--- config.mk ---
export PLATFORM = sky130hd
export DESIGN_NAME = pulser_direct_mode_control
export DESIGN_NICKNAME = d
export VERILOG_FILES = /design/src/design/pulser_direct_mode_control.v /design/src/design/pulser_channel_decode.v
export VERILOG_INCLUDE_DIRS = /design/src /design/src/design
export SDC_FILE = /design/constraint.sdc
export NUM_CORES = 1
export LEC_CHECK = 0
export ABC_AREA = 1
export BUFFER_PORTS_ARGS = -buffer_cell sky130_fd_sc_hd__buf_2
export CORE_UTILIZATION = 52
export CTS_CLUSTER_SIZE = 8
export DETAILED_ROUTE_END_ITERATION = 6
export HOLD_SLACK_MARGIN = 0.02
export PLACE_DENSITY = 0.88
export SYNTH_ARGS = -nofsm -noshare
export SYNTH_HDL_FRONTEND = slang
export SYNTH_SLANG_ARGS = --single-unit
--- constraint.sdc ---
create_clock -name ref_clk -period 3.6 [get_ports ref_clk]
set_input_delay 0.18 -clock ref_clk [delete_from_list [all_inputs] [get_ports ref_clk]]
set_output_delay 0.18 -clock ref_clk [all_outputs]
set_load 0.01 [all_outputs]
--- src/design/pulser_direct_defs.vh ---
// Purpose: shared constants for the pulser direct-mode controller
// Assumes: 40 MHz ref_clk, Avalon-MM register slave with 32-bit data
// Notes: offsets are byte addresses
`ifndef PULSER_DIRECT_DEFS_VH
`define PULSER_DIRECT_DEFS_VH

`define OP_SHUTDOWN 2'h0
`define OP_DIRECT3 2'h1
`define OP_DIRECT5 2'h2
`define OP_BEAMFORM 2'h3

// Output stage encodings
`define HV_HIZ 3'h0
`define HV_CLAMP 3'h1
`define HV_POS_A 3'h2
`define HV_NEG_A 3'h3
`define HV_POS_B 3'h4
`define HV_NEG_B 3'h5

// Register offsets
`define REG_CTRL 4'h0
`define REG_STATUS 4'h4
`define REG_THERM_LOG 4'h8
`define REG_TEMP 4'hC

// Control field positions
`define CTRL_CC_LO 0
`define CTRL_CC_HI 1
`define CTRL_LOW_DROP 2
`define CTRL_RESET 32'h0000_0000

// Temperature thresholds, whole degrees C
`define T_WARN_ON 8'h6E
`define T_WARN_OFF 8'h69
`define T_SHUT_ON 8'h96
`define T_SHUT_OFF 8'h82

`endif

--- src/design/pulser_direct_mode_control.v ---
// Purpose: direct-mode control of an eight-channel ultrasound pulser
// Assumes: ref_clk is the master clock; inputs synchronous to it
// Notes: thermal sensor supplies a temperature code in whole degrees
//
// Behaviour
// - 3-level pair decode selects rail, clamp, damp
// - Eight independent channels, beamforming held off
// - Transmitter and switches follow logic inputs
// - 5-level pairs channel n with n+4
// - In 5-level, high channels never close receive switch
// - 5-level transmits only with valid supply order
// - Both low: return-zero picks clamp or Hi-Z
// - Single input drives rail, select picks A/B
// - Transparent mode follows inputs directly
// - Clocked mode registers inputs on clock edge
// - Sync input picks transparent or clocked
// - Two-bit current code for all channels
// - Beamforming current and low-drop from registers
// - Low-drop only in beamforming mode
// - Warning above 110, release below 105
// - Shutdown above 150, release below 130
// - Beamforming logs thermal events in thermal log register
// - Mode input selects four operating modes
`include "pulser_direct_defs.vh"

module pulser_direct_mode_control #(
  parameter NUM_CH = 8
) (
  ref_clk,
  reset,
  op_select_lo,
  op_select_hi,
  sync_clocked,
  neg_drive_in,
  pos_drive_in,
  drive_current_code_hi,
  drive_current_code_lo,
  supply_order_ok,
  junction_temp,
  high_voltage_output,
  damp_enable,
  receive_switch_output,
  drive_current_code,
  low_drop_enable,
  beamform_enable,
  thermal_warning_out,
  thermal_warning_oe,
  thermal_shutdown,
  avs_address,
  avs_read,
  avs_write,
  avs_writedata,
  avs_readdata,
  avs_waitrequest
);
  input wire ref_clk;
  input wire reset;
  input wire op_select_lo;
  input wire op_select_hi;
  input wire sync_clocked;
  input wire [NUM_CH-1:0] neg_drive_in;
  input wire [NUM_CH-1:0] pos_drive_in;
  input wire drive_current_code_hi;
  input wire drive_current_code_lo;
  input wire supply_order_ok;
  input wire [7:0] junction_temp;
  output reg [3*NUM_CH-1:0] high_voltage_output;
  output reg [NUM_CH-1:0] damp_enable;
  output reg [NUM_CH-1:0] receive_switch_output;
  output reg [1:0] drive_current_code;
  output reg low_drop_enable;
  output reg beamform_enable;
  output reg thermal_warning_out;
  output reg thermal_warning_oe;
  output reg thermal_shutdown;
  input wire [3:0] avs_address;
  input wire avs_read;
  input wire avs_write;
  input wire [31:0] avs_writedata;
  output reg [31:0] avs_readdata;
  output reg avs_waitrequest;

  localparam HALF = NUM_CH / 2;

  wire [1:0] op_mode;
  reg [NUM_CH-1:0] neg_cap_q;
  reg [NUM_CH-1:0] pos_cap_q;
  wire [NUM_CH-1:0] neg_use;
  wire [NUM_CH-1:0] pos_use;
  reg warn_q;
  reg shut_q;
  reg [31:0] ctrl_q;
  reg [1:0] therm_log_q;
  reg ack_q;
  wire tx_enable;
  wire [3*NUM_CH-1:0] hv_d;
  wire [NUM_CH-1:0] damp_d;
  wire [NUM_CH-1:0] tr_d;
  reg [1:0] cc_d;
  wire [1:0] log_set;
  wire log_clear;

  assign op_mode = {op_select_hi, op_select_lo};

  always @(posedge ref_clk or posedge reset) begin
    if (reset) begin
      neg_cap_q <= {NUM_CH{1'b0}};
      pos_cap_q <= {NUM_CH{1'b0}};
    end else begin
      neg_cap_q <= neg_drive_in;
      pos_cap_q <= pos_drive_in;
    end
  end

  assign neg_use = sync_clocked ? neg_cap_q : neg_drive_in;
  assign pos_use = sync_clocked ? pos_cap_q : pos_drive_in;

  always @(posedge ref_clk or posedge reset) begin
    if (reset) begin
      warn_q <= 1'b0;
      shut_q <= 1'b0;
    end else begin
      if (junction_temp > `T_WARN_ON)
        warn_q <= 1'b1;
      else if (junction_temp < `T_WARN_OFF)
        warn_q <= 1'b0;
      if (junction_temp > `T_SHUT_ON)
        shut_q <= 1'b1;
      else if (junction_temp < `T_SHUT_OFF)
        shut_q <= 1'b0;
    end
  end

  assign tx_enable = !shut_q && (op_mode == `OP_DIRECT3 ||
    (op_mode == `OP_DIRECT5 && supply_order_ok));

  // One decoder per channel, pairs n and n+HALF
  genvar g;
  generate
    for (g = 0; g < NUM_CH; g = g + 1) begin : ch
      localparam LO = (g < HALF) ? g : g - HALF;
      localparam HI = LO + HALF;
      wire n5;
      wire p5;
      assign n5 = (op_mode == `OP_DIRECT5) ? neg_use[LO] : neg_use[g];
      assign p5 = (op_mode == `OP_DIRECT5) ? pos_use[LO] : pos_use[g];
      pulser_channel_decode dec (
        .op_mode(op_mode),
        .tx_enable(tx_enable),
        .is_high_chan(g >= HALF),
        .neg_in(n5),
        .pos_in(p5),
        .sel_in(neg_use[HI]),
        .rtz_in(pos_use[HI]),
        .hv_state(hv_d[3*g+2:3*g]),
        .damp_on(damp_d[g]),
        .tr_on(tr_d[g])
      );
    end
  endgenerate

  always @* begin
    if (op_mode == `OP_BEAMFORM)
      cc_d = {ctrl_q[`CTRL_CC_HI], ctrl_q[`CTRL_CC_LO]};
    else
      cc_d = {drive_current_code_hi, drive_current_code_lo};
  end

  // Registered outputs; adds one cycle of latency on every path
  always @(posedge ref_clk or posedge reset) begin
    if (reset) begin
      high_voltage_output <= {3*NUM_CH{1'b0}};
      damp_enable <= {NUM_CH{1'b0}};
      receive_switch_output <= {NUM_CH{1'b0}};
      drive_current_code <= 2'h0;
      low_drop_enable <= 1'b0;
      beamform_enable <= 1'b0;
      thermal_warning_out <= 1'b0;
      thermal_warning_oe <= 1'b0;
      thermal_shutdown <= 1'b0;
    end else begin
      high_voltage_output <= hv_d;
      damp_enable <= damp_d;
      receive_switch_output <= tr_d;
      drive_current_code <= cc_d;
      low_drop_enable <= (op_mode == `OP_BEAMFORM) &&
        ctrl_q[`CTRL_LOW_DROP] && !shut_q;
      // Beamforming held off in direct modes
      beamform_enable <= (op_mode == `OP_BEAMFORM) && !shut_q;
      // Open drain: pull low while warning
      thermal_warning_out <= 1'b0;
      thermal_warning_oe <= warn_q;
      thermal_shutdown <= shut_q;
    end
  end

  // Sticky log, set wins over clear
  assign log_set = (op_mode == `OP_BEAMFORM) ? {shut_q, warn_q} : 2'h0;
  assign log_clear = avs_write && !ack_q && avs_address == `REG_THERM_LOG;

  // Register slave: one wait cycle, then answer
  always @(posedge ref_clk or posedge reset) begin
    if (reset) begin
      ctrl_q <= `CTRL_RESET;
      therm_log_q <= 2'h0;
      ack_q <= 1'b0;
      avs_readdata <= 32'h0000_0000;
      avs_waitrequest <= 1'b1;
    end else begin
      therm_log_q <= (therm_log_q &
        ~(log_clear ? avs_writedata[1:0] : 2'h0)) | log_set;
      if ((avs_read || avs_write) && !ack_q) begin
        ack_q <= 1'b1;
        avs_waitrequest <= 1'b0;
        if (avs_write && avs_address == `REG_CTRL)
          ctrl_q <= {29'h0000_0000, avs_writedata[2:0]};
        case (avs_address)
          `REG_CTRL: avs_readdata <= ctrl_q;
          `REG_STATUS: avs_readdata <= {24'h00_0000, supply_order_ok,
            op_mode, tx_enable, beamform_enable, shut_q, warn_q, 1'b0};
          `REG_THERM_LOG: avs_readdata <= {30'h0000_0000, therm_log_q};
          `REG_TEMP: avs_readdata <= {24'h00_0000, junction_temp};
          default: avs_readdata <= 32'h0000_0000;
        endcase
      end else begin
        ack_q <= 1'b0;
        avs_waitrequest <= 1'b1;
      end
    end
  end
endmodule

--- src/design/pulser_channel_decode.v ---
// Purpose: decode one channel's drive inputs into output stage state
// Assumes: inputs already captured or transparent as chosen upstream
// Notes: purely combinational; the top registers its outputs
`include "pulser_direct_defs.vh"

module pulser_channel_decode (
  op_mode,
  tx_enable,
  is_high_chan,
  neg_in,
  pos_in,
  sel_in,
  rtz_in,
  hv_state,
  damp_on,
  tr_on
);
  input wire [1:0] op_mode;
  input wire tx_enable;
  input wire is_high_chan;
  input wire neg_in;
  input wire pos_in;
  input wire sel_in;
  input wire rtz_in;
  output reg [2:0] hv_state;
  output reg damp_on;
  output reg tr_on;

  always @* begin
    hv_state = `HV_HIZ;
    damp_on = 1'b0;
    tr_on = 1'b0;
    if (!tx_enable) begin
      hv_state = `HV_HIZ;
    end else if (op_mode == `OP_DIRECT3) begin
      case ({neg_in, pos_in})
        2'h0: hv_state = `HV_CLAMP;
        2'h2: hv_state = `HV_NEG_A;
        2'h1: hv_state = `HV_POS_A;
        default: begin
          hv_state = `HV_CLAMP;
          damp_on = 1'b1;
          tr_on = 1'b1;
        end
      endcase
    end else if (op_mode == `OP_DIRECT5) begin
      case ({neg_in, pos_in})
        2'h0: hv_state = rtz_in ? `HV_CLAMP : `HV_HIZ;
        2'h1: hv_state = sel_in ? `HV_POS_B : `HV_POS_A;
        2'h2: hv_state = sel_in ? `HV_NEG_B : `HV_NEG_A;
        default: begin
          hv_state = `HV_CLAMP;
          damp_on = 1'b1;
          tr_on = ~is_high_chan;
        end
      endcase
    end
  end
endmodule

Yosys cells after proc, flatten, opt, wreduce, memory -nomap -nowiden
Index checks and enable logic that the tools add are counted.
- logic and storage cells: 191
- flip-flop bits (word level): 103
- bits of input ports: 70
- output and inout port bits: 80
- reduce and logical (&&, ||, !) cells: 33
- equality and inequality tests: 22
- bitwise gates (word level): 3
- multiplexer cells: 112
- $lt $le $gt $ge: 4
- operator list (kind ; number):
    2-to-1 mux 3 bit ; 32
    case mux 3 bit (3 select lines) ; 8
    2-to-1 mux 1 bit ; 58
    case mux 2 bit (2 select lines) ; 8
    case mux 8 bit (4 select lines) ; 1
    OR reduction 3 bit ; 8
    equality test 2 bit (second input constant) ; 10
    equality test 2 x 1 -> 1 bit (second input constant) ; 9
    logical NOT 2 bit ; 8
    2-to-1 mux 8 bit ; 2
    logical AND 1 bit ; 9
    equality test 4 bit (second input constant) ; 2
    greater-than comparator 8 x 7 -> 1 bit (second input constant) ; 1
    greater-than comparator 8 bit (second input constant) ; 1
    < comparator 8 x 7 -> 1 bit (second input constant) ; 1
    < comparator 8 bit (second input constant) ; 1
    2-to-1 mux 2 bit ; 3
    equality test 4 x 3 -> 1 bit (second input constant) ; 1
    logical NOT 4 bit ; 1
    nonzero test 2 bit ; 2
    AND 2 bit ; 1
    logical NOT 1 bit ; 2
    logical OR 1 bit ; 2
    inverter 2 bit ; 1
    2 further kinds ; 2

Longest topological paths before layout
Gate-level depths: netlist (run 1).
- depth after elaboration: 8
- mapped depth: 12

Modules after synthesis
Synthesis (run 1) repeated with hierarchy kept, for this count alone.
- cell total of the unflattened synthesis: 568
- area, all modules: 4599.4 um^2
- by module, submodules not included (module ; area an instance (um^2) ; instances ; cells each):
    pulser_direct_mode_control ; 3067.9 ; 1 ; 296
    pulser_channel_decode ; 191.4 ; 8 ; 34

Worst setup path before layout (run 1)
OpenSTA, ideal clock, no wires.
- kind: register to register
- start point: reg pos_cap_q[0]
- end point: reg high_voltage_output[13]
- setup time: 0.123 ns
- stages on the path, launching flop included: 9
- required time: 3.477 ns
- setup slack: 1.910 ns
- arrival time: 1.566 ns
- clock period less this slack: 1.690 ns
- cells stage by stage: dfrtp_1 > nand2_1 > nand2_1 > o21ai_0 > inv_1 > ha_1 > or2_2 > nand4_1 > a21oi_1
- cells in the longest elaborated chain, start to end: 7
- RTL lines (what ; RTL line ; text):
    start: declaration ; pulser_direct_mode_control.v:87 ; reg [NUM_CH-1:0] pos_cap_q;
    start signal: assignment ; pulser_direct_mode_control.v:108 ; pos_cap_q <= {NUM_CH{1'b0}};
    start signal: assignment ; pulser_direct_mode_control.v:111 ; pos_cap_q <= pos_drive_in;
    2-to-1 mux 8 bit * ; pulser_direct_mode_control.v:116 ; assign pos_use = sync_clocked ? pos_cap_q : pos_drive_in;
    2-to-1 mux 1 bit * ; pulser_direct_mode_control.v:146 ; assign p5 = (op_mode == `OP_DIRECT5) ? pos_use[LO] : pos_use[g];
    equality test 2 bit, or another cell as far along ; pulser_channel_decode.v:36, pulser_channel_decode.v:47 ;
    case mux 3 bit (3 select lines) ; pulser_channel_decode.v:47 ; case ({neg_in, pos_in})
    2-to-1 mux 3 bit ; pulser_channel_decode.v:46 ; end else if (op_mode == `OP_DIRECT5) begin
    2-to-1 mux 3 bit * ; pulser_channel_decode.v:35 ; end else if (op_mode == `OP_DIRECT3) begin
    2-to-1 mux 3 bit * ; pulser_channel_decode.v:33 ; if (!tx_enable) begin
    via ch[4].dec.hv_state[1] ; pulser_channel_decode.v:25 ; output reg [2:0] hv_state;
    end signal: assignment ; pulser_direct_mode_control.v:172 ; high_voltage_output <= {3*NUM_CH{1'b0}};
    end signal: assignment ; pulser_direct_mode_control.v:182 ; high_voltage_output <= hv_d;
    end: declaration ; pulser_direct_mode_control.v:67 ; output reg [3*NUM_CH-1:0] high_voltage_output;
The timed path passes the listed nets; every way through them passes the cells marked *.
A chain may end at the register's enable or synchronous reset.

Worst setup path after layout (run 1)
- start point: in pos_drive_in[0]
- end point: reg high_voltage_output[13]
- cells in the longest elaborated chain, start to end: 7
- RTL lines (what ; RTL line ; text):
    start: declaration ; pulser_direct_mode_control.v:62 ; input wire [NUM_CH-1:0] pos_drive_in;
    2-to-1 mux 8 bit * ; pulser_direct_mode_control.v:116 ;
    2-to-1 mux 1 bit * ; pulser_direct_mode_control.v:146 ;
    equality test 2 bit, or another cell as far along ; pulser_channel_decode.v:36, pulser_channel_decode.v:47 ;
    case mux 3 bit (3 select lines) ; pulser_channel_decode.v:47 ;
    2-to-1 mux 3 bit ; pulser_channel_decode.v:46 ;
    2-to-1 mux 3 bit * ; pulser_channel_decode.v:35 ;
    2-to-1 mux 3 bit * ; pulser_channel_decode.v:33 ;
    via ch[4].dec.hv_state[1] ; pulser_channel_decode.v:25 ;
Marks and branches as above.

==> metrics.md, run 1 <==
| Metric | Value |
|---|---|
| Die area | 0.00866 mm2 |
| Iteration-0 DRC Markers | 157 |
| Placed cell count | just under 700 |
| H-tree levels | 3 |
| Core region area | a little under 0.008 mm2 |
| CTS tree | done |
| Final Wtd Congestion | 0.872 |
| Inserted Diodes | 0 |
| Global-route wire length before repair | 15.8 mm |
| Buffers added on ports | 95 |
| Initial Util | around 55% |
| Number of top-level pins | 150 |
| Final HPWL DP | roughly 6.8 mm |
| Hold slack | ~74 ps |
| Tmin final | between 2000 and 2500 ps |
| CTS sink count | 75 |
| Non-filler instance count after layout | 730 |
| DR vias/cell | between 4 and 5 |
| Yosys reg bits | 75 |
| Reg power frac | between 40 and 50% |
| WP data arrival | 2410 ps |
| Synth warn | 0 |
| Final hold violations | 0 |
| Fraction of layout instances using a drive strength above 1 | between 20% and 30% |
| RSZ-0062 raised after global routing | no |
| Critical Path End Type | register |
| Antenna Nets Post-Route | 0 |
| F_max | about 460 MHz |
| Crit Path Max Fanout | 6 |
| Critical Path Start Type | input port |
| Number of global-route vias before repair | ~3500 |
| Synthesized area per cell | between 8 and 9 um2 |
| Pin count of the biggest net entering global routing | 37 |
| Initial antenna violation count | 0 |
| # DRC | 0 |
| Number of setup buffers added after CTS | 0 |
| Number of CTS-inserted buffers | 9 |
| Row Count | 32 |
| Gr ovfl total | 0 |
| Worst-path clk slew | 80 ps |
| Comb power frac | between 15 and 20% |
| Via count | ~3600 |
| Count of different cell masters after synthesis | 24 |
| Router iterations before antenna repair | 4 |
| Wire per inst | approximately 13 um |
| GR Util All Layers | between 20% and 30% |
| # setup viols final | 0 |
| DRT Wirelength | around 9.7 mm |
| MaxCap Viol Count | 0 |
| Worst IR Drop VDD | between 0.0002 and 0.00025 V |
| Status | completed |
| Total design power | about 2 mW |
| Die Y | ~93 um |
| Sequential fraction of the synthesis area | between 40% and 50% |
| Internal power | 1.47 mW |
| Period utilisation layout | approximately three fifths |
| Fin. max-slew vios | 0 |
| Hold WC Path Type | input port to register |
| Area Overhead vs Synth | 19.5% |
| Worst-margin pin slew | between 400 and 500 ps |
| Deepest clock path buffer count | 2 |
| Leakage power | approximately 3.0 nW |
| Post-CTS Resized | 0 |
| Layout net count | 741 |
| Worst Path Required | roughly 3800 ps |
| Relative slew slack | 66.3% |
| Root buffer cell | clkbuf_8 |
| Clock network fraction of design power | about 38% |
| Pwr dens | 396 mW/mm2 |
| Sw power | 0.571 mW |
| Critical path class | input port to register |
| Synthesized instance count | 511 |
| Die W | around 93 um |
| Layout Skew | approximately 8.5 ps |
| Clk Latency, worst-skew pair | roughly 350 ps |
| Setup TNS | 0 ps |
| Post-Syn Area | 0.00431 mm2 |
| Switching share of total power | between 20 and 30% |
==> registers in the layout (all words and copies together) (netlist names) <==
name	flops
ack_q	1
avs_readdata	8
avs_waitrequest	1
beamform_enable	1
ctrl_q	3
damp_enable	4
drive_current_code	2
high_voltage_output	24
low_drop_enable	1
neg_cap_q	8
pos_cap_q	8
receive_switch_output	8
shut_q	1
therm_log_q	2
thermal_shutdown	1
thermal_warning_oe	1
warn_q	1
==> stage by stage <==
stage	util (%)	setup slack, ps	cell area [um2]
finish	65.3	1410	5150
global route	65.3	1270	5150
CTS	65.3	1470	5150
detailed placement	60.0	1140	4730
global placement	60.0	1290	4730
floorplan	-	1510	4400
==> power by group through the flow <==
stage	registers [mW]	clock network, mW	logic, mW
after floorplan	0.932	0	0.249
after global placement	0.922	0	0.327
after detailed placement	0.924	0	0.346
after CTS	0.907	0.779	0.365
after global routing	0.912	0.821	0.416
final	0.908	0.766	0.368
==> Yosys cell counts <==
cell type	instances	area (um2)
buf_4	31	233
nor3_2	6	60.1
nand2_4	2	22.5
dfstp_2	1	26.3
nand3_1	31	155
nor3_1	7	35.0
nand2_2	2	12.5
nand2_1	141	529
o21ai_1	7	35.0
inv_2	5	18.8
o21ai_2	4	35.0
conb_1	1	3.75
o21ai_0	7	35.0
ha_1	48	601
nand4_1	8	50.1
or2_2	11	68.8
inv_1	63	236
a21oi_1	17	85.1
nor2_1	28	105
nor2_2	4	25.0
buf_2	5	25.0
buf_6	3	33.8
dfrtp_1	74	1850
or2_1	5	31.3
==> worst paths after layout <==
| path | from | to | slack [ps] | depth (start not counted) |
|---|---|---|---|---|
| hold reg to reg | warn_q | thermal_warning_oe | 460 | 0 |
| hold / removal | junction_temp[7] | warn_q | 70 | 3 |
| setup reg to reg | pos_cap_q[0] | high_voltage_output[13] | 1540 | 8 |
| min in group asynchronous | reset | thermal_shutdown | 360 | 3 |
| max in group asynchronous | reset | receive_switch_output[0] | 2470 | 4 |
| setup / recovery | pos_drive_in[0] | high_voltage_output[13] | 1410 | 10 |
==> placed cells by master, fill, tap and decap left out <==
cell	count
or2_2	11
dfrtp_1	74
clkbuf_1	1
nand2_4	2
bufinv_16	3
nor2_2	4
dlygate4sd3_1	19
dfstp_2	1
buf_2	95
nand4_1	8
conb_1	25
inv_2	6
ha_1	48
nor3_2	6
buf_4	2
o21ai_2	4
o21ai_1	7
nor2_1	28
inv_1	62
nand2_1	141
o21ai_0	7
a21oi_1	17
clkinv_2	3
nand3_1	31
nor3_1	7
clkbuf_8	9
nand2_2	2
or2_1	5
==> timing repair <==
item                                   4_1_cts  5_1_grt
endpoints found under the hold margin       35        0
hold buffers                                19        0
setup endpoints to repair                    0        0
==> layout make-up <==
class	instances	area, um2
Clock buffer	10	128
Clock inverter	6	105
Fill cell	647	2730
Inverter	68	255
Multi-Input combinational cell	353	1980
Sequential cell	75	1880
Tap cell	102	128
Timing Repair Buffer	116	681
==> routing by layer <==
layer  vias to the layer above  wire [um]  GRT usage [%]
met3                        19        687           4.15
li1                       1740          -              -
met4                         0        211           10.9
met1                      1667       3850           27.9
met2                       156       4910           41.7
met5                         -          0              0
==> kinds of logic after synthesis <==
family                     share of synthesized area, %
DFF                                                43.5
and+or+nand+nor                                    25.4
buffers and inverters                              12.7
AOI/OAI and AO/OA                                  4.41
other                                            0.0869
adders and majority gates                          13.9
==> critical path, stage by stage <==
cell and delay, ps:
dlygate4sd3_1 550, buf_2 140, nand2_1 60, nand2_1 140
o21ai_0 460, inv_1 180, ha_1 240, or2_2 310
nand4_1 90, a21oi_1 70
No activity file was read; power rests on OpenSTA's default activity.
==> inputs of run 2 (changes only) <==
- CORE_UTILIZATION: 52 -> 51
- PLACE_DENSITY: 0.88 -> 0.86
- clock period: 3.6 -> 2.29 ns (I/O delays scaled with it)
==> run 2 against run 1 <==
Effect of this change: cell count rose by 0.82%; clock power rose by 34%; clock skew fell by 1.3 ps; first-iteration DRC count fell by 18%; non-clock buffer count rose by 3; register-to-register slack got worse by 1200 ps; cell area fell by 0.19%; global-route usage fell by 1.4 points; critical path type unchanged; highest routed layer unchanged.
==> metrics.md, run 2 (same netlist as run 1, synthesis figures left out) <==
| Metric | Value |
|---|---|
| Number of global-route vias before repair | approximately 3300 |
| Root buffer cell | clkbuf_8 |
| Wire per inst | 12.9 um |
| Critical Path End Type | register |
| Critical-path top delay cell | dlygate4sd3_1 |
| Row Count | 33 |
| Initial Util | between 50 and 60% |
| Hold WC Path Type | input port to register |
| Period utilisation layout | about nine tenths |
| Crit Path Max Fanout | 6 |
| CTS sink count | 75 |
| MaxCap Viol Count | 0 |
| PnR worst setup slack | roughly 270 ps |
| Area Overhead vs Synth | 19.2% |
| Die W | roughly 94 um |
| Final instance area | about 0.0051 mm2 |
| Worst-margin pin slew | around 800 ps |
| DRT Wirelength | between 9 and 10 mm |
| Critical Path Start Type | input port |
| Buffers added on ports | between 90 and 100 |
| H-tree levels | 3 |
| Antenna Nets Post-Route | 0 |
| Post-CTS Resized | 0 |
| Number of CTS-inserted buffers | 9 |
| Die area | 0.00883 mm2 |
| F_max | approximately 490 MHz |
| Worst IR Drop VDD | 0.000349 V |
| Number of setup buffers added after CTS | 0 |
| Global-route wire length before repair | 15.0 mm |
| CTS tree | done |
| Core region area | 0.00822 mm2 |
| Fraction of layout instances using a drive strength above 1 | a little under a quarter |
| # DRC | 0 |
| Via count | between 3000 and 4000 |
| Max reg flops | 24 |
| R2r setup slk | 340 ps |
| Initial antenna violation count | 0 |
| Fin. max-slew vios | 0 |
| Commonest non-fill, non-tap cell in the layout | nand2_1 |
| GR Util All Layers | between 20% and 30% |
| Worst Path Required | around 2500 ps |
| Inserted Diodes | 0 |
| Router iterations before antenna repair | 5 |
| Pwr dens | a little under 600 mW/mm2 |
| Worst-path clk slew | about 80 ps |
| Status | completed |
| RSZ-0062 raised after global routing | no |
| Leakage power | 2.99 nW |
| Setup TNS | 0 ps |
| WP data arrival | 2240 ps |
| Final Wtd Congestion | about 0.93 |
| DR vias/cell | 4.81 |
| Critical path class | input port to register |
| Most flops, register | high_voltage_output |
| Layout net count | around 740 |
| FILL cells | approximately 700 |
| Iteration-0 DRC Markers | roughly 130 |
| Tmin final | about 2000 ps |
| Layout Skew | ~7.2 ps |
| Pin count of the biggest net entering global routing | 40 |
| Deepest clock path buffer count | 2 |
| CP most frequent cell | nand2_1 |
| Crit path cell chain | dlygate4sd3_1, buf_2, nand2_1, nand2_1, o21ai_0, inv_1, ha_1, or2_2, nand4_1, a21oi_1 |
| Clk Latency, worst-skew pair | approximately 340 ps |
| Relative slew slack | 46.3% |
| Die Y | 94.0 um |
| Number of top-level pins | 150 |
| Final HPWL DP | approximately 6.8 mm |
| Placement Cell Area | 0.00475 mm2 |
| Gr ovfl total | 0 |
| Slowest Stage Delay on Critical Path | ~540 ps |
| Cts hold-fix bufs | 20 |
| Final hold violations | 0 |
| Commonest non-fill, non-tap cells in the layout | nand2_1, buf_2, dfrtp_1 |
| # setup viols final | 0 |
| Worst slack, placed | about 170 ps |
## run 2: changes by cell type in the layout (fill, tap and decap cells not counted)
cell / previous run / this run
clkinvlp_4: 0 / 1
buf_4: 2 / 4
bufinv_16: 3 / 1
dlygate4sd3_1: 19 / 20
clkbuf_8: 9 / 10
## run 2: path summary, 6_finish.rpt
kind	to	cells after the start	from
setup / recovery	high_voltage_output[13]	10	pos_drive_in[0]
hold / removal	ctrl_q[0]	3	avs_writedata[0]
setup reg to reg	high_voltage_output[13]	8	pos_cap_q[0]
hold reg to reg	thermal_warning_oe	0	warn_q
max in group asynchronous	pos_cap_q[4]	4	reset
min in group asynchronous	avs_readdata[1]	3	reset
## run 2: critical path: cells and delay by family
kind,cells,cell delay (ps)
compound gates,2,470
fa+ha+maj,1,220
buf+inv,3,840
simple gates,4,590
## run 2: report_power, final
| group | leakage, nW | switching, mW | internal (mW) |
|---|---|---|---|
| Sequential | 0.972 | 0.0328 | 1.39 |
| Combinational | 1.92 | 0.373 | 0.203 |
| Clock | 0.0991 | 0.497 | 0.528 |
## run 2: area by class of cell
type / count / area [um2] / share of cell area (%)
well taps: 105 / 131 / 2.55
inverters: 68 / 255 / 4.96
multi-input cells: 353 / 1980 / 38.5
clock buffers: 11 / 141 / 2.75
repair buffers: 119 / 706 / 13.7
clock inverters: 5 / 52.6 / 1.02
flip-flops and latches: 75 / 1880 / 36.5
## run 2: stage by stage
| stage | utilization [%] | power [mW] | cells | hold slack, ps |
|---|---|---|---|---|
| finish | 62.6 | 3.03 | 736 | 47.8 |
| global route | 62.6 | 3.18 | 736 | 45.4 |
| CTS | 62.6 | 3.04 | 736 | 33.5 |
| detailed placement | 57.8 | 2.00 | 700 | 240 |
| global placement | 57.8 | 1.97 | 700 | 238 |
| floorplan | - | 1.86 | 535 | 146 |
## run 2: per-layer routing
metal  global-route usage, %  vias up  wire length, um
li1                        -     1746                -
met2                    39.1      116             4720
met4                    7.95        0              170
met5                       0        -                0
met3                    3.96       16              537
met1                    27.2     1660             4070
==> inputs of run 3 (changes only) <==
- ABC_AREA: 1 -> unset
- CORE_UTILIZATION: 51 -> 46
- PLACE_DENSITY: 0.86 -> 0.82
- SYNTH_HIERARCHICAL: unset -> 1
- clock period: 2.29 -> 1.8 ns (I/O delays scaled with it)
==> run 3 against run 2 <==
Effect of this change: clock power up 23%; worst hold slack worse by 5.3 ps; global-route usage down 2.6 points; worst setup slack worse by 250 ps; clock skew about the same; critical path type unchanged; largest power group unchanged.
==> metrics.md, run 3 <==
| Metric | Value |
|---|---|
| Layout net count | 627 |
| Synthesized instance count | around 370 |
| Crit Path Max Fanout | 4 |
| Relative slew slack | 63.6% |
| Hold Path Cell Cnt | 2 |
| Synth cell count leaders | dfrtp_1, ha_1, inv_1, buf_4, mux2_2 |
| Area Overhead vs Synth | 25.9% |
| Deepest clock path buffer count | 2 |
| Area share of the largest cell type after synthesis | approximately 43% |
| Yosys reg bits | slightly below 80 |
| Most common cell in the synthesized netlist | dfrtp_1 |
| Switching share of total power | 28.3% |
| Top cells by area, synth | dfrtp_1, ha_1, mux2_2, buf_4, mux2_4 |
| Router iterations before antenna repair | 4 |
| # setup viols final | 0 |
| Via count | 3257 |
| Sw power | around 1.1 mW |
| Final Wtd Congestion | approximately 0.85 |
| Most flops, register | high_voltage_output |
| Initial Util | 48.2% |
| MaxCap Viol Count | 0 |
| GR Util All Layers | roughly a fifth |
| Async set-reset flop share out of synthesis | 100% |
| Worst Path Required | about 2000 ps |
| Pin count of the biggest net entering global routing | 80 |
| DRT Wirelength | about 9.4 mm |
| Critical Path Start Type | input port |
| Number of CTS-inserted buffers | 9 |
| Critical Path End Type | register |
| Worst IR Drop VDD | between 0.0003 and 0.0004 V |
| Setup TNS | 0 ps |
| Clk Latency, worst-skew pair | around 350 ps |
| Tmin final | around 1800 ps |
| Final instance area | between 0.005 and 0.006 mm2 |
| Hold slack | 42.5 ps |
| WP data arrival | around 2000 ps |
| Global-route wire length before repair | between 15 and 20 mm |
| Inserted Diodes | 0 |
| Comb power frac | between 20% and 30% |
| Worst-path clk slew | approximately 80 ps |
| Final HPWL DP | 6.66 mm |
| Internal power | 2.89 mW |
| Synthesized area per cell | roughly 12 um2 |
| Cell count of the worst reg-to-reg path | 5 |
| Die W | 101 um |
| Count of different cell masters after synthesis | 44 |
| Layout Skew | between 7 and 8 ps |
| RSZ-0062 raised after global routing | no |
| Status | completed |
| Max reg flops | 24 |
| Pwr dens | approximately 710 mW/mm2 |
| CTS tree | done |
| Leakage power | 2.87 nW |
| Antenna Nets Post-Route | 0 |
| Row Count | 35 |
| H-tree levels | 3 |
| Die Y | 101 um |
| Placement Cell Area | 0.00524 mm2 |
| Initial antenna violation count | 0 |
| Fraction of layout instances using a drive strength above 1 | a little under two fifths |
| Gr ovfl total | 0 |
| Root buffer cell | clkbuf_8 |
| Number of cells on the critical path | 7 |
| Iteration-0 DRC Markers | 33 |
| Final hold violations | 0 |
| Core region area | 0.00937 mm2 |
| Post-CTS Resized | 0 |
| CP most frequent cell | mux2_2 |
| CTS sink count | slightly below 80 |
| Hold WC Path Type | input port to register |
| Die area | slightly above 0.01 mm2 |
| Number of setup buffers added after CTS | 0 |
| Reg power frac | 47.4% |
| Commonest non-fill, non-tap cells in the layout | buf_2, dfrtp_1, ha_1 |
| Period utilisation layout | roughly 100% |
| Wire per inst | about 14 um |
| Fin. max-slew vios | 0 |
| DR vias/cell | between 5 and 6 |
| Number of synthesized flops with an enable pin | 0 |
| Number of top-level pins | 150 |
| Buffers added on ports | between 90 and 100 |
| Top FF cell, synth | dfrtp_1 |
| Post-Syn Area | around 0.0045 mm2 |
| Critical-path top delay cell | dlygate4sd3_1 |
| Worst-margin pin slew | 546 ps |
| Slowest Stage Delay on Critical Path | around 530 ps |
| Synth warn | 6 |
| Crit path cell chain | dlygate4sd3_1, buf_2, mux2_2, mux2_2, ha_1, a211oi_1, o32ai_1 |
| Crit path buf inv count | 2 |
| Critical path class | input port to register |
| Clock network fraction of design power | a little under a third |
| Commonest non-fill, non-tap cell in the layout | buf_2 |
| Largest area contributor in the netlist | dfrtp_1 |
| # DRC | 0 |
| Family with the most delay on the worst path | buffers and inverters |
| Number of global-route vias before repair | ~3400 |
| Sequential fraction of the synthesis area | a little over two fifths |
| F_max | roughly 560 MHz |
-- run 3: path summary, 6_finish.rpt --
| kind | start | to | slack (ps) |
|---|---|---|---|
| worst min-delay path | junction_temp[5] | shut_q | 40 |
| worst min register to register | warn_q | thermal_warning_oe | 480 |
| min in group asynchronous | reset | avs_readdata[1] | 390 |
| max in group asynchronous | reset | avs_waitrequest | 1070 |
| worst max register to register | neg_cap_q[2] | high_voltage_output[18] | 60 |
| worst max-delay path | neg_drive_in[2] | high_voltage_output[18] | 20 |
-- run 3: stage by stage --
stage | setup WS, ps | total power, mW | std cells | utilization, %
final | 20.1 | 4.02 | 651 | 60.6
after global routing | 1.81 | 4.25 | 651 | 60.6
after detailed placement | 18.7 | 2.75 | 610 | 55.9
after CTS | 71.7 | 4.07 | 651 | 60.6
after floorplan | 177 | 2.49 | 397 | -
after global placement | 51.4 | 2.70 | 610 | 55.9
-- run 3: layer usage --
metal | vias to the layer above | global-route usage [%] | wire length (um)
met5 | - | 0 | 0
met4 | 0 | 7.92 | 108
met3 | 7 | 4.51 | 496
met2 | 105 | 36.2 | 4910
met1 | 1602 | 21.6 | 3920
li1 | 1543 | - | -
-- run 3: what timing repair did --
action / 4_1_cts / 5_1_grt
hold endpoints to repair: 102 / 0
hold buffers: 25 / 0
endpoints found under the setup margin: 0 / 0
-- run 3: cell families (layout without fill, tap and decap cells) --
family | after synthesis | in the layout | share of synthesized area [%]
flops | 79 | 79 | 43.8
compound gates | 64 | 64 | 12.7
fa+ha+maj | 40 | 40 | 11.1
mux | 37 | 37 | 10.2
buf+inv | 58 | 183 | 7.65
xor+xnor | 8 | 8 | 1.55
other cells | 2 | 33 | 0.166
simple gates | 78 | 78 | 12.8
-- run 3: layout make-up --
cell class / count / area, um2
Timing Repair Buffer: 139 / 931
Clock buffer: 10 / 128
Multi-Input combinational cell: 260 / 2310
Fill cell: 774 / 3690
Clock inverter: 6 / 61.3
Inverter: 28 / 109
Sequential cell: 79 / 1980
Tap cell: 129 / 161
-- run 3: power by group through the flow --
stage / clock network, mW / registers, mW / logic [mW]
5_1_grt: 1.40 / 1.92 / 0.937
2_1_floorplan: 0 / 1.96 / 0.534
4_1_cts: 1.31 / 1.91 / 0.852
3_3_place_gp: 0 / 1.94 / 0.769
3_5_place_dp: 0 / 1.94 / 0.806
6_report: 1.27 / 1.91 / 0.850
